==> src/hw/cmpvr_pkg.sv <==
// package: register map, field positions, reset values and modes of the comparator block
package cmpvr_pkg;

    // register indices; byte address is four times the index
    localparam logic [7:0] IDX_IRQ_CONTROL  = 8'h0B;
    localparam logic [7:0] IDX_PERIPH_FLAGS = 8'h0C;
    localparam logic [7:0] IDX_CMP_CONTROL  = 8'h1F;
    localparam logic [7:0] IDX_PORT_DATA    = 8'h05;
    localparam logic [7:0] IDX_PORT_DIR     = 8'h85;
    localparam logic [7:0] IDX_PERIPH_ENS   = 8'h8C;
    localparam logic [7:0] IDX_VREF_CONTROL = 8'h9F;

    // values after reset
    localparam logic [7:0] RST_IRQ_CONTROL = 8'h00;
    localparam logic [4:0] RST_PORT_DIR    = 5'h1F;
    localparam logic [4:0] RST_PORT_LATCH  = 5'h00;
    localparam logic [1:0] RST_RESULTS     = 2'h0;

    // field positions
    localparam int BIT_GLOBAL_EN  = 7;
    localparam int BIT_PERIPH_EN  = 6;
    localparam int BIT_CHANGE     = 6;
    localparam int BIT_SWITCH     = 3;
    localparam int BIT_VREF_POWER = 7;
    localparam int BIT_VREF_PIN   = 6;
    localparam int BIT_VREF_RANGE = 5;
    localparam int PIN_THREE      = 3;
    localparam int PIN_FOUR       = 4;

    // comparator mode field values
    localparam logic [2:0] MODE_RESET  = 3'h0;
    localparam logic [2:0] MODE_ROUTED = 3'h6;
    localparam logic [2:0] MODE_OFF    = 3'h7;

    // reference level in steps of supply/96 (common multiple of 24 and 32)
    localparam logic [6:0] VREF_HIGH_STEP = 7'h04;
    localparam logic [6:0] VREF_LOW_STEP  = 7'h03;
    localparam logic [6:0] VREF_LOW_BASE  = 7'h18;

    // configuration handed to the analog reference ladder
    typedef struct packed {
        logic       power;
        logic       pin_out;
        logic       range;
        logic [3:0] tap;
    } cmpvr_vref_s;

    // comparator mode and input switch handed to the analog comparators
    typedef struct packed {
        logic       powered;
        logic       input_switch;
        logic [2:0] mode;
    } cmpvr_cmp_cfg_s;

endpackage

==> src/hw/cmpvr_ctrl.sv <==
// comparator and voltage reference control with an APB register slave
// Operation
// - result bits read-only at control bits 7:6
// - mode 110 drives raw results onto pins
// - direction bits still gate routed pin drivers
// - analog-input pins read zero from port
// - flag sets when results differ from copy
// - change flag sits at flag bit 6
// - writing zero clears flag, one sets it
// - request needs flag and three enables set
// - change during control access may be missed
// - control access refreshes the latched result copy
// - persisting mismatch keeps setting the flag
// - comparators run in sleep, flag wakes
// - wake leaves the control register unchanged
// - reset forces mode 000, comparators off
// - sixteen taps, two ranges, power-down control
// - level is tap/24 or 1/4 plus tap/32
// - result one when plus input exceeds minus
//
// The APB interface to the registers was decided locally.
module cmpvr_ctrl (
    input  wire logic                     clock,
    input  wire logic                     rst_b,
    input  wire logic                     psel,
    input  wire logic                     penable,
    input  wire logic                     pwrite,
    input  wire logic [11:0]              paddr,
    input  wire logic [31:0]              pwdata,
    input  wire logic [3:0]               pstrb,
    output logic      [31:0]              prdata,
    output logic                          pready,
    output logic                          pslverr,
    input  wire logic [1:0]               cmp_raw,
    input  wire logic [4:0]               pin_in,
    output logic      [4:0]               pin_out,
    output logic      [4:0]               pin_oe,
    output cmpvr_pkg::cmpvr_cmp_cfg_s     cmp_cfg,
    output cmpvr_pkg::cmpvr_vref_s        vref_cfg,
    output logic      [6:0]               vref_level,
    output logic                          irq_request,
    output logic                          wake_request
);

    // register state
    logic [7:0] irq_ctrl;
    logic [2:0] cmp_mode;
    logic       input_switch;
    logic       change_flag;
    logic       change_en;
    logic [4:0] port_dir;
    logic [4:0] port_latch;
    logic       vref_power;
    logic       vref_pin;
    logic       vref_range;
    logic [3:0] vref_tap;
    logic [1:0] cmp_copy;
    logic [1:0] sync_a;
    logic [1:0] sync_b;
    logic [1:0] sync_c;
    logic [1:0] result;
    logic       cmp_powered;
    logic [6:0] next_level;
    logic [4:0] pin_sync_a;
    logic [4:0] pin_sync_b;
    logic [4:0] pin_sync_c;
    logic [4:0] pin_level;

    // bus decode
    logic       setup_phase;
    logic       access_phase;
    logic       addr_ok;
    logic [7:0] idx;
    logic       bus_write;
    logic       mapped;
    logic [7:0] next_rdata;
    logic [4:0] analog_mask;
    logic       mismatch;
    logic       cmp_access;
    logic       flag_write;

    assign setup_phase  = psel & ~penable;
    assign access_phase = psel & penable;
    assign idx          = paddr[9:2];
    assign addr_ok      = (paddr[1:0] == 2'h0) & (paddr[11:10] == 2'h0);
    assign bus_write    = access_phase & pwrite & pstrb[0] & addr_ok & ~pslverr;
    assign pready       = 1'b1;           // every access finishes in one access cycle

    // pins that each mode leaves as analog inputs
    always_comb begin
        if (cmp_mode == cmpvr_pkg::MODE_RESET) begin
            analog_mask = 5'h0F;
        end else if (cmp_mode == cmpvr_pkg::MODE_OFF) begin
            analog_mask = 5'h00;
        end else begin
            analog_mask = 5'h07;
        end
    end

    // address decode and read data selection
    always_comb begin
        next_rdata = 8'h00;
        mapped     = 1'b1;
        if (!addr_ok) begin
            mapped = 1'b0;
        end else if (idx == cmpvr_pkg::IDX_IRQ_CONTROL) begin
            next_rdata = irq_ctrl;
        end else if (idx == cmpvr_pkg::IDX_PERIPH_FLAGS) begin
            next_rdata = {1'b0, change_flag, 6'h00};
        end else if (idx == cmpvr_pkg::IDX_CMP_CONTROL) begin
            next_rdata = {result, 2'h0, input_switch, cmp_mode};
        end else if (idx == cmpvr_pkg::IDX_PORT_DATA) begin
            next_rdata = {3'h0, pin_level & ~analog_mask};
        end else if (idx == cmpvr_pkg::IDX_PORT_DIR) begin
            next_rdata = {3'h0, port_dir};
        end else if (idx == cmpvr_pkg::IDX_PERIPH_ENS) begin
            next_rdata = {1'b0, change_en, 6'h00};
        end else if (idx == cmpvr_pkg::IDX_VREF_CONTROL) begin
            next_rdata = {vref_power, vref_pin, vref_range, 1'b0, vref_tap};
        end else begin
            mapped = 1'b0;
        end
    end

    // read data and error captured in the setup cycle, shown in the access cycle
    always_ff @(posedge clock) begin
        if (!rst_b) begin
            prdata  <= 32'h0000_0000;
            pslverr <= 1'b0;
        end else if (setup_phase) begin
            prdata  <= {24'h00_0000, next_rdata};
            pslverr <= ~mapped;
        end
    end

    // interrupt control register, only the two enable bits matter here
    always_ff @(posedge clock) begin
        if (!rst_b) begin
            irq_ctrl <= cmpvr_pkg::RST_IRQ_CONTROL;
        end else if (bus_write && idx == cmpvr_pkg::IDX_IRQ_CONTROL) begin
            irq_ctrl <= pwdata[7:0];
        end
    end

    // comparator control; the result bits are never written
    always_ff @(posedge clock) begin
        if (!rst_b) begin
            cmp_mode     <= cmpvr_pkg::MODE_RESET;
            input_switch <= 1'b0;
        end else if (bus_write && idx == cmpvr_pkg::IDX_CMP_CONTROL) begin
            cmp_mode     <= pwdata[2:0];
            input_switch <= pwdata[cmpvr_pkg::BIT_SWITCH];
        end
    end

    // comparator power follows mode; off during and right after reset
    always_ff @(posedge clock) begin
        if (!rst_b) begin
            cmp_powered <= 1'b0;
        end else begin
            cmp_powered <= (cmp_mode != cmpvr_pkg::MODE_RESET) &&
                           (cmp_mode != cmpvr_pkg::MODE_OFF);
        end
    end

    assign cmp_cfg = '{powered: cmp_powered, input_switch: input_switch, mode: cmp_mode};

    // three-stage synchroniser for the asynchronous comparator outputs
    always_ff @(posedge clock) begin
        if (!rst_b) begin
            sync_a <= cmpvr_pkg::RST_RESULTS;
            sync_b <= cmpvr_pkg::RST_RESULTS;
            sync_c <= cmpvr_pkg::RST_RESULTS;
        end else begin
            sync_a <= cmp_raw;
            sync_b <= sync_a;
            sync_c <= sync_b;
        end
    end

    // a bit changes once the second and third stages agree
    always_ff @(posedge clock) begin
        if (!rst_b) begin
            result <= cmpvr_pkg::RST_RESULTS;
        end else begin
            for (int i = 0; i < 2; i++) begin
                if (sync_b[i] == sync_c[i]) begin
                    result[i] <= sync_c[i];
                end
            end
        end
    end

    // three-stage synchroniser for the port pins, which change at any time
    always_ff @(posedge clock) begin
        if (!rst_b) begin
            pin_sync_a <= 5'h00;
            pin_sync_b <= 5'h00;
            pin_sync_c <= 5'h00;
        end else begin
            pin_sync_a <= pin_in;
            pin_sync_b <= pin_sync_a;
            pin_sync_c <= pin_sync_b;
        end
    end

    // a pin level counts once the second and third stages agree
    always_ff @(posedge clock) begin
        if (!rst_b) begin
            pin_level <= 5'h00;
        end else begin
            for (int i = 0; i < 5; i++) begin
                if (pin_sync_b[i] == pin_sync_c[i]) begin
                    pin_level[i] <= pin_sync_c[i];
                end
            end
        end
    end

    // any access to the control register refreshes the copy
    assign cmp_access = access_phase & addr_ok & (idx == cmpvr_pkg::IDX_CMP_CONTROL);
    assign mismatch   = (result != cmp_copy);

    always_ff @(posedge clock) begin
        if (!rst_b) begin
            cmp_copy <= cmpvr_pkg::RST_RESULTS;
        end else if (cmp_access) begin
            cmp_copy <= result;
        end
    end

    // change flag; a mismatch outside a control access wins over a clear
    assign flag_write = bus_write & (idx == cmpvr_pkg::IDX_PERIPH_FLAGS);

    always_ff @(posedge clock) begin
        if (!rst_b) begin
            change_flag <= 1'b0;
        end else if (mismatch && !cmp_access) begin
            change_flag <= 1'b1;
        end else if (flag_write) begin
            change_flag <= pwdata[cmpvr_pkg::BIT_CHANGE];
        end
    end

    // peripheral enable register
    always_ff @(posedge clock) begin
        if (!rst_b) begin
            change_en <= 1'b0;
        end else if (bus_write && idx == cmpvr_pkg::IDX_PERIPH_ENS) begin
            change_en <= pwdata[cmpvr_pkg::BIT_CHANGE];
        end
    end

    // interrupt gate and wake; wake never touches any register
    assign irq_request  = change_flag & change_en &
                          irq_ctrl[cmpvr_pkg::BIT_PERIPH_EN] &
                          irq_ctrl[cmpvr_pkg::BIT_GLOBAL_EN];
    assign wake_request = change_flag & change_en;

    // port direction and output latch
    always_ff @(posedge clock) begin
        if (!rst_b) begin
            port_dir <= cmpvr_pkg::RST_PORT_DIR;
        end else if (bus_write && idx == cmpvr_pkg::IDX_PORT_DIR) begin
            port_dir <= pwdata[4:0];
        end
    end

    always_ff @(posedge clock) begin
        if (!rst_b) begin
            port_latch <= cmpvr_pkg::RST_PORT_LATCH;
        end else if (bus_write && idx == cmpvr_pkg::IDX_PORT_DATA) begin
            port_latch <= pwdata[4:0];
        end
    end

    // pin drivers; routed mode replaces the latch on pins 3 and 4 with the raw comparator outputs
    always_comb begin
        pin_out = port_latch;
        if (cmp_mode == cmpvr_pkg::MODE_ROUTED) begin
            pin_out[cmpvr_pkg::PIN_THREE] = cmp_raw[0];
            pin_out[cmpvr_pkg::PIN_FOUR]  = cmp_raw[1];
        end
    end

    assign pin_oe = ~port_dir;

    // reference control register
    always_ff @(posedge clock) begin
        if (!rst_b) begin
            vref_power <= 1'b0;
            vref_pin   <= 1'b0;
            vref_range <= 1'b0;
            vref_tap   <= 4'h0;
        end else if (bus_write && idx == cmpvr_pkg::IDX_VREF_CONTROL) begin
            vref_power <= pwdata[cmpvr_pkg::BIT_VREF_POWER];
            vref_pin   <= pwdata[cmpvr_pkg::BIT_VREF_PIN];
            vref_range <= pwdata[cmpvr_pkg::BIT_VREF_RANGE];
            vref_tap   <= pwdata[3:0];
        end
    end

    assign vref_cfg = '{power: vref_power, pin_out: vref_pin, range: vref_range, tap: vref_tap};

    // ladder level in supply/96 steps; zero while powered down
    always_comb begin
        if (!vref_power) begin
            next_level = 7'h00;
        end else if (vref_range) begin
            next_level = 7'({3'h0, vref_tap} * cmpvr_pkg::VREF_HIGH_STEP);
        end else begin
            next_level = 7'(cmpvr_pkg::VREF_LOW_BASE +
                            {3'h0, vref_tap} * cmpvr_pkg::VREF_LOW_STEP);
        end
    end

    always_ff @(posedge clock) begin
        if (!rst_b) begin
            vref_level <= 7'h00;
        end else begin
            vref_level <= next_level;
        end
    end
endmodule

==> config.mk <==
export PLATFORM = sky130hd
export DESIGN_NAME = cmpvr_ctrl
export DESIGN_NICKNAME = d
export VERILOG_FILES = /design/src/hw/cmpvr_pkg.sv /design/src/hw/cmpvr_ctrl.sv
export SDC_FILE = /design/constraint.sdc
export NUM_CORES = 1
export LEC_CHECK = 0
export BUFFER_PORTS_ARGS = -buffer_cell sky130_fd_sc_hd__buf_2
export CORE_ASPECT_RATIO = 1.4
export CORE_MARGIN = 5
export CORE_UTILIZATION = 50
export DETAILED_ROUTE_END_ITERATION = 16
export PLACE_DENSITY = 0.82
export SKIP_LAST_GASP = 1
export SYNTH_ARGS = -nofsm -noshare
export SYNTH_HDL_FRONTEND = slang
export SYNTH_SLANG_ARGS = --single-unit
==> constraint.sdc <==
create_clock -name clock -period 2.7 [get_ports clock]
set_input_delay 0.54 -clock clock [delete_from_list [all_inputs] [get_ports clock]]
set_output_delay 0.54 -clock clock [all_outputs]
set_load 0.05 [all_outputs]
==> run metrics <==
die area=0.00909 mm2; startpoint types=register; port bufs=72; Critical Path Sink Type=register; final hold viol count=0; register area share after synthesis=0.430; Max-slew headroom=0.561; Inserted Diodes=0; Post-CTS Resized=0; Remaining Overflow, GRT=0; sw power=621 uW; share of power burned in registers=0.536; # fillers=649; post-synthesis cell count=409; critical path type=register to register; GPL Wtd Cong=0.904; Clock Sinks=78; chip height=111 um; Yosys reg bits=78; pwr dens=529 mW/mm2; worst hold start=pin_in[4]; Skew-Pair Late Insertion Delay=0.36 ns; chip width=82.0 um; Clock Power Share=0.376; Post-DP Area=0.00394 mm2; cts hold-fix bufs=0; DRC viols=0; clk_skew=0.0100 ns; Via Count=3183; max_cap viols=0; fmax=0.455 GHz; NumNets Final=538; Post-Syn Area=0.00363 mm2; Sequential Area=0.00156 mm2; Compound-Gate Fraction of Synth Area=0.152; Root Buffer=clkbuf_8; drt total wl=9220 um; Core Area=0.00703 mm2; Worst EP required=2.93 ns; Int Pwr=1560 uW; TritonCTS Buffers=9; worst reg2reg setup slack=0.50 ns; Avg WL per Cell=16.2 um; R2R Path End=vref_level[5]$_SDFF_PN0_; Worst-path clk slew=0.09 ns; switching portion of total power=0.284; Setup TNS=0 ns; combinational share of power=0.088; area of the multi-input gates=0.00177 mm2; H-tree depth=3; clock tree buffer depth=2; vias in the first global route=3106; average size of a mapped cell=8.87 um2; Worst setup endpoint=vref_level[5]$_SDFF_PN0_; r2r startpoint=vref_tap[2]$_SDFFE_PN0P_; RSZ-0062 raised after global routing=no; Post-CTS Setup Inserts=0; Final Cell Area=0.00412 mm2; ys flop type=dfxtp_1; global-route wire length before repair=14900 um; main combinational cell family by area after synthesis=simple AND/OR/NAND/NOR gates; post-synthesis xor/xnor area fraction=0.00724; post-synthesis mux area share=0.0441; post-synthesis simple-gate area fraction=0.228; largest net degree at the start of global routing=36; Slew Viols, Final=0; Top Ports=125; fin crit period=2.20 ns; share of cells above drive strength 1=0.246; row cnt=36; Hold Crit Class=input port to register; Worst-Margin Slew=0.655 ns; HPWL Detailed=6940 um; Initial Util=0.517; P&R area growth vs syn=13.6%; synth warn=0; Distinct cells, synth=54; Synth Area in Adders=0.0283; outcome=finished clean; final core area utilization=0.587; Finish-stage setup viols=0; WHS Path Cells=2; Worst VDD drop=0.000433 V; GRT Util Overall=0.210; Lkg Pwr=0.00175 uW; drt via density=5.57; worst-path fanout max=8; first drt pass iteration count=5; DRT antenna net count=0; fin crit share=0.813; Initial DRC Count=291; R2R cell count=7; WP data arrival=2.43 ns; Worst setup startpoint=vref_tap[2]$_SDFFE_PN0P_; CTS tree=done; initial antenna violation count=0; FFs w/ async S/R, synth=0; number of synthesized flops with an enable pin=0
==> synthesized netlist by cell type, types with 7 or more instances <==
cell type | instances | area (um2)
a21oi_1 | 32 | 160
and2_1 | 24 | 150
and3_1 | 8 | 50.1
buf_4 | 33 | 248
clkbuf_1 | 17 | 63.8
dfxtp_1 | 78 | 1560
inv_1 | 9 | 33.8
mux2_2 | 8 | 90.1
mux2i_1 | 7 | 70.1
nand2_1 | 23 | 86.3
nand3_1 | 37 | 185
nor2_1 | 9 | 33.8
o21ai_0 | 34 | 170
o21ai_1 | 9 | 45.0
==> cell families (layout without fill, tap and decap cells) <==
| family | count (synthesis) | in the layout |
|---|---|---|
| AOI/OAI and AO/OA | 96 | 96 |
| xor gates and xnor gates | 3 | 3 |
| adders and majority gates | 7 | 7 |
| buffers and inverters | 66 | 110 |
| DFF | 78 | 78 |
| muxes | 15 | 15 |
| other | 2 | 25 |
| and+or+nand+nor | 142 | 142 |
==> sequential cells by signal, indices dropped and copies added (netlist names), 4 cells and up <==
signal      flops
irq_ctrl        8
prdata          8
pin_level       5
port_latch      5
port_dir        5
vref_level      7
vref_tap        4
pin_sync_a      5
pin_sync_b      5
pin_sync_c      5
==> cell usage in the layout (no fill, tap or decap), drive strengths merged, types with 3 or more instances in the layout <==
master,n
buf,84
dfxtp,78
o21ai,43
nand3,37
a21oi,32
conb,25
and2,25
nand2,23
inv,14
nor2,9
clkbuf,9
mux2,8
and3,8
mux2i,7
nor3,7
a32oi,6
nand4,6
ha,5
nor2b,4
a22oi,4
nor4,4
nand3b,3
nor3b,3
a222oi,3
xnor2,3
==> per-stage QoR <==
step	hold WS [ns]	cells	worst slack [ns]	power (uW)
detailed placement	0.420	555	0.429	1390
global placement	0.414	555	0.436	1380
floorplan	0.412	432	0.328	1360
finish	0.383	571	0.504	2180
global route	0.390	571	0.350	2260
CTS	0.378	571	0.491	2190
==> power by group through the flow <==
stage | clock network, uW | registers [uW] | logic, uW
floorplan | 0 | 1200 | 160
global placement | 0 | 1200 | 189
detailed placement | 0 | 1200 | 191
CTS | 834 | 1170 | 191
global route | 887 | 1170 | 206
finish | 821 | 1170 | 193
==> how the worst min path moves through the flow <==
stage,to
after floorplan,pin_sync_b[0]$_SDFF_PN0_
after detailed placement,sync_b[0]$_SDFF_PN0_
final,pin_sync_a[4]$_SDFF_PN0_
after global placement,pin_sync_b[4]$_SDFF_PN0_
after global routing,pin_sync_a[4]$_SDFF_PN0_
after CTS,pin_sync_a[4]$_SDFF_PN0_
==> metal layers <==
layer  vias to the layer above  part of all wire  track usage
met1                      1479              0.38        0.244
met2                       153              0.51        0.352
met3                        32             0.074       0.0358
li1                       1519                 -            -
met4                         0             0.039        0.121
met5                         -                 0            0
==> worst max-delay path, cell delays in order, from the launching register on <==
cell and delay (ns):
dfxtp_1 0.50, ha_1 0.27, inv_1 0.07, fa_1 0.43, or3b_2 0.45, a21oi_1 0.18
xnor2_1 0.14, nor2_1 0.05
==> area by class of cell <==
type / count / area share
multi-input cells: 288 / 0.429
flip-flops and latches: 78 / 0.379
repair buffers: 84 / 0.109
clock buffers: 9 / 0.0300
well taps: 95 / 0.0288
clock inverters: 7 / 0.0152
inverters: 10 / 0.00910
No activity file was read; power rests on OpenSTA's default activity.
